--- src/inc/mccd_pkg.sv ---
// package: register map, opcode encodings, field layout and types of the instruction executor
package mccd_pkg;

   // ----------------------------------------------------------------
   // register map (byte offsets, decoded on the low address byte)
   // ----------------------------------------------------------------
   localparam logic [7:0]  A_INSTR     = 8'h00;   // opcode, write starts execution
   localparam logic [7:0]  A_ACC       = 8'h04;   // accumulator
   localparam logic [7:0]  A_STATUS    = 8'h08;   // status byte
   localparam logic [7:0]  A_PROG      = 8'h0C;   // program counter
   localparam logic [7:0]  A_STACK     = 8'h10;   // return stack, read only
   localparam logic [7:0]  A_DOG       = 8'h14;   // dog counter, prescaler, assignment
   localparam logic [7:0]  A_STATE     = 8'h18;   // executor state, read only
   localparam logic [7:0]  A_RF_BASE   = 8'h80;   // 32 register-file words from here
   localparam logic [0:0]  RF_WINDOW   = 1'h1;    // address bit 7 selects the register file

   // ----------------------------------------------------------------
   // opcode encodings (12-bit instruction word)
   // ----------------------------------------------------------------
   localparam logic [11:0] OP_CLRACC   = 12'h040; // clear_accumulator_op
   localparam logic [11:0] OP_KICK     = 12'h004; // kick_dog_op
   localparam logic [11:0] M_CLRREG    = 12'hFE0; // clear_reg_op mask / value
   localparam logic [11:0] V_CLRREG    = 12'h060;
   localparam logic [11:0] M_FD        = 12'hFC0; // mask for ops with f and d fields
   localparam logic [11:0] V_INVERT    = 12'h240; // invert_reg_op
   localparam logic [11:0] V_DECR      = 12'h0C0; // decrement_reg_op
   localparam logic [11:0] V_DSKIP     = 12'h2C0; // decrement_skip_null_op
   localparam logic [11:0] M_CALL      = 12'hF00; // subroutine call
   localparam logic [11:0] V_CALL      = 12'h900;
   localparam int          DEST_BIT    = 5;       // destination select inside opcode

   // ----------------------------------------------------------------
   // status byte and dog word layout, reset values
   // ----------------------------------------------------------------
   localparam int          ZERO_BIT    = 2;       // result-zero flag
   localparam int          SLEEP_BIT   = 3;       // sleep_status_bit, active low
   localparam int          EXPIRY_BIT  = 4;       // expiry_status_bit, active low
   localparam int          PAGE_LO     = 5;       // page select bits feed call target
   localparam int          PAGE_HI     = 6;
   localparam logic [7:0]  STATUS_RST  = 8'h18;   // both active-low bits idle high
   localparam int          PRE_LSB     = 8;       // prescaler field in dog word
   localparam int          ASSIGN_BIT  = 16;      // 1: prescaler belongs to the dog counter
   localparam int          STK_HI_LSB  = 16;      // second stack level in stack word

   // ----------------------------------------------------------------
   // sizes and timing
   // ----------------------------------------------------------------
   localparam int          PROG_W      = 11;      // program counter width
   localparam int          RF_DEPTH    = 32;      // register-file locations
   localparam logic [1:0]  DIV_LAST    = 2'h3;    // four clocks per instruction cycle
   localparam logic [1:0]  HTRANS_NSEQ = 2'h2;

   // ----------------------------------------------------------------
   // types
   // ----------------------------------------------------------------
   typedef enum logic [1:0] {
      ST_IDLE = 2'b00,                            // waiting for an opcode
      ST_RUN  = 2'b01,                            // first instruction cycle
      ST_TAIL = 2'b11                             // forced no-operation cycle
   } mccd_state_e;

   typedef struct packed {
      logic       write;                          // captured write strobe
      logic       read;                           // captured read strobe
      logic [7:0] offs;                           // captured low address byte
   } mccd_acc_s;

endpackage : mccd_pkg

--- src/verilog/mccd_core.sv ---
// design: executor for clear, complement, decrement, call and dog-kick opcodes behind an AHB-Lite slave
//
// The implementer's own choices: the AHB-Lite slave port and the address map.

// ------------------------------------------------------------------
// executor top
// ------------------------------------------------------------------
// Notes on behaviour
// - clear accumulator: zero it, set zero flag
// - call pushes program counter plus one
// - call target: literal, page bits, bit eight clear
// - call takes two cycles, flags unchanged
// - kick clears the dog counter
// - kick clears prescaler only when dog-assigned
// - kick sets expiry and sleep bits
// - clear register: zero location, set zero flag
// - invert register, zero flag from result
// - destination bit: zero accumulator, one register
// - decrement register, zero flag from result
// - decrement-skip stores result, flags unchanged
// - zero result skips: extra no-operation cycle
module mccd_core
   import mccd_pkg::*;
(
   input  wire logic        MCLK,
   input  wire logic        RST,
   input  wire logic        HSEL,
   input  wire logic [31:0] HADDR,
   input  wire logic [1:0]  HTRANS,
   input  wire logic        HWRITE,
   input  wire logic [2:0]  HSIZE,
   input  wire logic [31:0] HWDATA,
   input  wire logic        HREADY,
   output logic      [31:0] HRDATA,
   output logic             HREADYOUT,
   output logic             HRESP
);

   // ----------------------------------------------------------------
   // state
   // ----------------------------------------------------------------
   mccd_state_e          state;               // executor sequence
   logic [1:0]           div;                 // clock divider for instruction cycles
   logic                 cyc_en;              // one-cycle instruction-cycle enable
   logic [11:0]          opcode;              // opcode being executed
   logic [7:0]           acc;                 // accumulator
   logic [7:0]           status;              // status byte
   logic [PROG_W-1:0]    program_counter;     // program counter
   logic [PROG_W-1:0]    stack [2];           // two-level return stack, entry 0 on top
   logic [7:0]           dog_counter;         // dog counter value
   logic [7:0]           prescaler;           // shared prescaler value
   logic                 pre_to_dog;          // prescaler assignment
   logic [7:0]           rf [RF_DEPTH];       // register file
   mccd_acc_s            ap;                  // captured address phase
   logic                 rd_wait;             // read data phase, first cycle

   // ----------------------------------------------------------------
   // bus front end
   // ----------------------------------------------------------------
   logic                 ap_take;             // address phase taken this edge
   logic                 bus_wr;              // data-phase write lands this edge
   logic                 idle;                // working registers open to software
   logic [4:0]           widx;                // register-file index of the write

   assign ap_take   = HSEL && HREADY && (HTRANS == HTRANS_NSEQ);
   assign idle      = (state == ST_IDLE);
   // working registers only accept software writes between instructions,
   // so an opcode never races a bus write on the same bit
   assign bus_wr    = ap.write && idle;
   assign widx      = ap.offs[6:2];
   assign HREADYOUT = !rd_wait;               // reads take one wait state
   assign HRESP     = 1'b0;                   // always OKAY

   // capture the address phase; only whole-word transfers are expected
   always_ff @(posedge MCLK) begin
      if (RST) begin
         ap <= '0;
      end else if (HREADYOUT) begin
         ap.write <= ap_take && HWRITE;
         ap.read  <= ap_take && !HWRITE;
         ap.offs  <= HADDR[7:0];
      end
   end

   // the wait state lets a preceding write land before the read is sampled
   always_ff @(posedge MCLK) begin
      if (RST) begin
         rd_wait <= 1'b0;
      end else begin
         rd_wait <= HREADYOUT && ap_take && !HWRITE;
      end
   end

   // ----------------------------------------------------------------
   // read mux and read data flop
   // ----------------------------------------------------------------
   logic [31:0] rd_val;                       // value of the addressed word

   always_comb begin
      rd_val = 32'h0000_0000;                 // unmapped offsets read as zero
      if (ap.offs[7] == RF_WINDOW) begin
         rd_val[7:0] = rf[widx];
      end else begin
         case (ap.offs)
            A_INSTR:  rd_val[11:0] = opcode;
            A_ACC:    rd_val[7:0] = acc;
            A_STATUS: rd_val[7:0] = status;
            A_PROG:   rd_val[PROG_W-1:0] = program_counter;
            A_STACK: begin
               rd_val[PROG_W-1:0]              = stack[0];
               rd_val[STK_HI_LSB+PROG_W-1:STK_HI_LSB] = stack[1];
            end
            A_DOG: begin
               rd_val[7:0]               = dog_counter;
               rd_val[PRE_LSB+7:PRE_LSB] = prescaler;
               rd_val[ASSIGN_BIT]        = pre_to_dog;
            end
            A_STATE:  rd_val[1:0] = state;
            default:  rd_val = 32'h0000_0000;
         endcase
      end
   end

   // data output comes from a flop, loaded in the wait cycle
   always_ff @(posedge MCLK) begin
      if (RST) begin
         HRDATA <= 32'h0000_0000;
      end else if (rd_wait) begin
         HRDATA <= rd_val;
      end
   end

   // ----------------------------------------------------------------
   // instruction-cycle divider
   // ----------------------------------------------------------------
   // free running, so an opcode's first instruction cycle spans one to four clocks, later ones four
   always_ff @(posedge MCLK) begin
      if (RST) begin
         div <= 2'h0;
      end else begin
         div <= div + 2'h1;
      end
   end
   assign cyc_en = (div == DIV_LAST);

   // ----------------------------------------------------------------
   // decode and datapath
   // ----------------------------------------------------------------
   logic       is_clracc, is_kick, is_clrreg, is_invert, is_decr, is_dskip, is_call;
   logic       exe;                           // opcode takes effect this edge
   logic [4:0] fsel;                          // addressed register
   logic       dest;                          // destination select
   logic [7:0] src;                           // addressed register content
   logic [7:0] res;                           // result byte
   logic       wr_acc, wr_rf, upd_zero;       // result steering
   logic       skip;                          // decrement-skip hit zero

   assign is_clracc = (opcode == OP_CLRACC);
   assign is_kick   = (opcode == OP_KICK);
   assign is_clrreg = ((opcode & M_CLRREG) == V_CLRREG);
   assign is_invert = ((opcode & M_FD) == V_INVERT);
   assign is_decr   = ((opcode & M_FD) == V_DECR);
   assign is_dskip  = ((opcode & M_FD) == V_DSKIP);
   assign is_call   = ((opcode & M_CALL) == V_CALL);
   assign exe       = (state == ST_RUN) && cyc_en;
   assign fsel      = opcode[4:0];
   assign dest      = opcode[DEST_BIT];
   assign src       = rf[fsel];

   // result and its destination; unknown opcodes act as no-operation
   always_comb begin
      res      = 8'h00;
      wr_acc   = 1'b0;
      wr_rf    = 1'b0;
      upd_zero = 1'b0;
      if (is_clracc) begin
         wr_acc   = 1'b1;
         upd_zero = 1'b1;
      end else if (is_clrreg) begin
         wr_rf    = 1'b1;
         upd_zero = 1'b1;
      end else if (is_invert) begin
         res      = ~src;
         wr_acc   = !dest;
         wr_rf    = dest;
         upd_zero = 1'b1;
      end else if (is_decr || is_dskip) begin
         res      = src - 8'h01;
         wr_acc   = !dest;
         wr_rf    = dest;
         upd_zero = is_decr;                  // decrement-skip leaves flags alone
      end
   end
   assign skip = is_dskip && (res == 8'h00);

   // ----------------------------------------------------------------
   // sequencer
   // ----------------------------------------------------------------
   // call and a taken skip spend a second instruction cycle as no-operation
   always_ff @(posedge MCLK) begin
      if (RST) begin
         state <= ST_IDLE;
      end else begin
         case (state)
            ST_IDLE: if (bus_wr && ap.offs == A_INSTR) begin
               state <= ST_RUN;
            end
            ST_RUN: if (cyc_en) begin
               state <= (is_call || skip) ? ST_TAIL : ST_IDLE;
            end
            ST_TAIL: if (cyc_en) begin
               state <= ST_IDLE;
            end
            default: state <= ST_IDLE;
         endcase
      end
   end

   // opcode latch
   always_ff @(posedge MCLK) begin
      if (RST) begin
         opcode <= 12'h000;
      end else if (bus_wr && ap.offs == A_INSTR) begin
         opcode <= HWDATA[11:0];
      end
   end

   // ----------------------------------------------------------------
   // accumulator and status
   // ----------------------------------------------------------------
   always_ff @(posedge MCLK) begin
      if (RST) begin
         acc <= 8'h00;
      end else if (exe && wr_acc) begin
         acc <= res;
      end else if (bus_wr && ap.offs == A_ACC) begin
         acc <= HWDATA[7:0];
      end
   end

   // only the zero flag and the two active-low bits are touched by opcodes
   always_ff @(posedge MCLK) begin
      if (RST) begin
         status <= STATUS_RST;
      end else if (exe && upd_zero) begin
         status[ZERO_BIT] <= (res == 8'h00);
      end else if (exe && is_kick) begin
         status[EXPIRY_BIT] <= 1'b1;
         status[SLEEP_BIT]  <= 1'b1;
      end else if (bus_wr && ap.offs == A_STATUS) begin
         status <= HWDATA[7:0];
      end
   end

   // ----------------------------------------------------------------
   // program counter and return stack
   // ----------------------------------------------------------------
   always_ff @(posedge MCLK) begin
      if (RST) begin
         program_counter <= '0;
      end else if (exe && is_call) begin
         program_counter <= {status[PAGE_HI:PAGE_LO], 1'b0, opcode[7:0]};
      end else if (exe) begin
         // a taken skip steps over the discarded instruction as well
         program_counter <= program_counter + (skip ? PROG_W'(2) : PROG_W'(1));
      end else if (bus_wr && ap.offs == A_PROG) begin
         program_counter <= HWDATA[PROG_W-1:0];
      end
   end

   // push only; a third nested call drops the oldest entry
   always_ff @(posedge MCLK) begin
      if (RST) begin
         stack[0] <= '0;
         stack[1] <= '0;
      end else if (exe && is_call) begin
         stack[0] <= program_counter + PROG_W'(1);
         stack[1] <= stack[0];
      end
   end

   // ----------------------------------------------------------------
   // dog counter and prescaler
   // ----------------------------------------------------------------
   // counting itself lives elsewhere; software may preset both fields
   always_ff @(posedge MCLK) begin
      if (RST) begin
         dog_counter <= 8'h00;
         prescaler   <= 8'h00;
         pre_to_dog  <= 1'b0;
      end else if (exe && is_kick) begin
         dog_counter <= 8'h00;
         if (pre_to_dog) begin
            prescaler <= 8'h00;
         end
      end else if (bus_wr && ap.offs == A_DOG) begin
         dog_counter <= HWDATA[7:0];
         prescaler   <= HWDATA[PRE_LSB+7:PRE_LSB];
         pre_to_dog  <= HWDATA[ASSIGN_BIT];
      end
   end

   // ----------------------------------------------------------------
   // register file
   // ----------------------------------------------------------------
   for (genvar i = 0; i < RF_DEPTH; i++) begin : g_rf
      always_ff @(posedge MCLK) begin
         if (RST) begin
            rf[i] <= 8'h00;
         end else if (exe && wr_rf && fsel == 5'(i)) begin
            rf[i] <= res;
         end else if (bus_wr && ap.offs[7] == RF_WINDOW && widx == 5'(i)) begin
            rf[i] <= HWDATA[7:0];
         end
      end
   end
endmodule : mccd_core

--- config.mk ---
export PLATFORM = sky130hd
export DESIGN_NAME = mccd_core
export DESIGN_NICKNAME = d
export VERILOG_FILES = /design/src/inc/mccd_pkg.sv /design/src/verilog/mccd_core.sv
export SDC_FILE = /design/constraint.sdc
export NUM_CORES = 1
export LEC_CHECK = 0
export BUFFER_PORTS_ARGS = -buffer_cell sky130_fd_sc_hd__buf_2
export CORE_MARGIN = 2
export CORE_UTILIZATION = 40
export DETAILED_ROUTE_END_ITERATION = 8
export PLACE_DENSITY_LB_ADDON = 0.3
export RECOVER_POWER = 50
export SLEW_MARGIN = 20
export SYNTH_ARGS = -nofsm -noshare
export SYNTH_HDL_FRONTEND = slang
export SYNTH_SLANG_ARGS = --single-unit
--- constraint.sdc ---
create_clock -name MCLK -period 6 [get_ports MCLK]
set_input_delay 0.9 -clock MCLK [delete_from_list [all_inputs] [get_ports MCLK]]
set_output_delay 0.9 -clock MCLK [all_outputs]
set_load 0.005 [all_outputs]
==> flow_summary.ini <==
[sta]
maxSlewViolCount = 168
setup_viol = 0
setup_ws_ns = 0.506
skew_ns = 0.0324
relSlewSlack_pct = -107
fin_crit_sh_pct = 91.6
whs_ns = 0.424
fin_setup_tns_ns = 0
max_freq_mhz = 182
rsz0062_at_grt = no
tightest_slew_ns = 3.11
finalCriticalPeriod_ns = 5.49
hold_viol = 0

[routing]
wl_met2_mm = 34.1
drc = 0
wl_met1_mm = 29.1
wl_mm = 75.7
top_layer = met4
vias_per_cell = 6.86
dr.pass1.iters = 6
avgRoutedWirePerCell_um = 31.3
met3_length_mm = 8.87
drtIter0Drc = 2299
antenna_left = 0
vias = 16600

[cts]
cts_sinks = 385
cts.repair.resized = 0
cts_tree = done
postCtsHoldBufs = 0
htreeDepth = 2
cts_made_buffers = 43
cts.root.buffer_cell = clkbuf_16
clk_pin_slew_ns = 0.06
clockBufferDepth = 3
insertion_delay_ns = 0.61
postCtsSetupBuffers = 0

[hold_path]
hold_class = reg -> reg
hold_path_end = div[0]$_SDFF_PP0_
worstHoldPathCells = 1
holdCritStartpoint = div[0]$_SDFF_PP0_

[layout]
nets = 1772
area_growth_syn_to_layout_pct = 10.2
fillCellCount = 4701
final_layout_size_suffix_gt1_share_pct = 19.1

[power_and_ir_drop]
p_switching_mw = 1.48
cellLeakagePower_nw = 7.63
seqPwrFrac_pct = 50.5
vdd_drop_max_v = 0.000210
cellInternalPower_mw = 4.43
pwr-share-clk_pct = 42.4
comb_power_share_pct = 7.1
p_per_area_nw_per_um2 = 254
switching_share_pct = 25.1

[synthesis]
synth_flop_cell = edfxtp_1
synthArstFlopShare_pct = 0
synth_cell_types = 61
synth-edff-count = 278
ys_seq_elements = 385
yosysSeqAreaShare_pct = 49.6
postSynthAreaPerCell_um2 = 12.4
syn-cell-area_um2 = 21200
yosysWarnings = 0
syn_inst = 1712

[global_routing]
grt_usage_pct = 27.7
grt_pass1_vias = 15700
grt_max_degree = 68
grt_pass1_wl_mm = 110
antenna_found_initial = 0
grt_overflow = 0

[critical_path]
cp_slowest_cell = mux4_2
reg2reg_to = program_counter[10]$_SDFFE_PP0P_
slowest_delay_ns = 0.58
criticalPathCategory = reg -> reg
crit_chain = buf_12, mux4_2, mux4_2, mux2i_1, nand4_1, mux2i_1, a211o_1, nor4b_4, or4b_1, ha_1, fa_1, and2_1, nand3_1, nor3_1, a21oi_1, o21ai_0, a21oi_1, nor2_1
critPathMaxFanout = 38
reg2reg_slack_ns = 0.51
critical_path.startpoint_type = register
worstPathArrival_ns = 5.87
endpoint_kind = register
reg2reg_depth = 18
cp_data_required_time_ns = 6.37

[placed_design]
place_ws_ns = 0.685
hpwlAfterDp_mm = 50.1
routabilityCongestion = 0.943
io_buffers = 59

[floorplanning]
io_pins = 108
dieWidth_um = 234
die_area_um2 = 54700
initial_core_util_pct = 40.3
coreArea_um2 = 52400
rows = 84
die_h_um = 234

[flow_run]
cap_violations = 4

[run_status]
outcome = finished with violations
failed_checks = capacitance limit, slew limit
-- synth_stat cells, drive strengths merged (2+ instances only) --
| cell | instances | area (µm²) |
|---|---|---|
| clkinv | 2 | 7.51 |
| or3 | 3 | 18.8 |
| a21oi | 62 | 310 |
| nor3 | 25 | 125 |
| or2 | 3 | 18.8 |
| a222oi | 6 | 60.1 |
| a22o | 256 | 2240 |
| nand3b | 4 | 30.0 |
| a22oi | 26 | 195 |
| a31oi | 6 | 37.5 |
| clkbuf | 133 | 499 |
| a311oi | 13 | 114 |
| or4b | 4 | 40.0 |
| mux4 | 156 | 3510 |
| mux2i | 21 | 239 |
| nor3b | 2 | 15.0 |
| nor4 | 6 | 37.5 |
| xor2 | 6 | 52.6 |
| dfxtp | 107 | 2140 |
| o21ai | 21 | 105 |
| and3 | 21 | 131 |
| nand4 | 7 | 43.8 |
| nor2b | 15 | 93.8 |
| a32oi | 2 | 17.5 |
| a211oi | 6 | 45.0 |
| ha | 5 | 62.6 |
| nand3 | 42 | 210 |
| mux2 | 15 | 169 |
| and2 | 9 | 56.3 |
| nor2 | 181 | 679 |
| buf | 40 | 208 |
| or4 | 2 | 15.0 |
| nand2b | 20 | 125 |
| nand2 | 144 | 541 |
| a221o | 34 | 340 |
| a221oi | 5 | 43.8 |
| edfxtp | 278 | 8350 |
| o22ai | 3 | 18.8 |
| xnor2 | 6 | 52.6 |
-- placed cells by master (no fill, tap or decap), types with 20 or more instances in the layout --
master     Yosys  layout
and3_1        21      21
nor2_1       181     177
nand3_1       42      42
edfxtp_1     278     278
mux4_2       156     156
clkbuf_1     133      34
a221o_1       34      34
nor3_1        25      24
nand2_1      144     144
clkbuf_16      0      43
a22oi_1       26      26
dfxtp_1      107     102
buf_2         13      41
a22o_1       256     256
a21oi_1       62      62
o21ai_0       21      21
nand2b_1      20      20
buf_4          9      36
-- critical path: cells and delay by family, from the launching register on --
family          cells  cell delay (ns)
fa+ha+maj           2             0.75
buf+inv             1             0.30
mux                 4             1.65
compound gates      4             0.67
flops               1             0.36
simple gates        7             1.52
-- area by class of cell --
class	count	area, µm²	area share, %
Clock inverter	23	178	0.762
Inverter	3	11.3	0.0483
Tap cell	688	861	3.69
Antenna cell	1	2.50	0.0107
Clock buffer	55	1130	4.85
Sequential cell	385	10500	45.0
Timing Repair Buffer	103	622	2.67
Multi-Input combinational cell	1156	10000	42.9
-- sequential cells by signal, indices dropped and copies added (netlist names), 2 cells and up, named ones only --
name and flops:
rf 256, HRDATA 27, stack 22, opcode 12, program_counter 11, ap 9
acc 8, dog_counter 8, prescaler 8, status 8, div 2, state 2
-- through the flow --
stage	area, µm²	utilization, %	power (mW)	instances
finish	23300	44.5	5.92	2414
global route	23300	44.4	6.05	2413
CTS	23400	44.5	5.91	2413
detailed placement	22000	42.0	3.45	2335
global placement	22000	42.0	3.44	2335
floorplan	21200	-	3.27	1717
-- power groups by stage --
stage                     clock network [mW]  logic (mW)  registers (mW)
after floorplan                            0       0.272            3.00
after global placement                     0       0.401            3.04
after detailed placement                   0       0.404            3.04
after CTS                               2.52       0.407            2.99
after global routing                    2.62       0.428            3.00
final                                   2.51       0.418            2.99
-- cell families (layout without fill, tap and decap cells) --
| group | after synthesis | in the layout | synth area share, % |
|---|---|---|---|
| AND/OR/NAND/NOR | 493 | 493 | 10.6 |
| AO/OA/AOI/OAI | 447 | 447 | 17.0 |
| flip-flops | 385 | 385 | 49.6 |
| multiplexers | 192 | 192 | 18.5 |
| buffers and inverters | 176 | 184 | 3.40 |
| XOR/XNOR | 12 | 12 | 0.497 |
| adder cells (fa/ha/maj) | 6 | 6 | 0.390 |
| other | 1 | 7 | 0.0177 |
-- per-layer routing --
metal  global-route usage (%)  vias up
li1                         -     6804
met1                     37.7     8376
met3                     6.94      200
met4                     11.7        0
met5                        0        -
met2                     42.3     1179
-- worst max-delay path by stage --
stage	end	slack, ns
3_3_place_gp	program_counter[10]$_SDFFE_PP0P_	0.64
5_1_grt	program_counter[10]$_SDFFE_PP0P_	0.23
4_1_cts	program_counter[10]$_SDFFE_PP0P_	0.67
2_1_floorplan	program_counter[10]$_SDFFE_PP0P_	1.16
6_report	program_counter[10]$_SDFFE_PP0P_	0.51
3_5_place_dp	program_counter[10]$_SDFFE_PP0P_	0.69
Power figures use the tool's default switching activity.
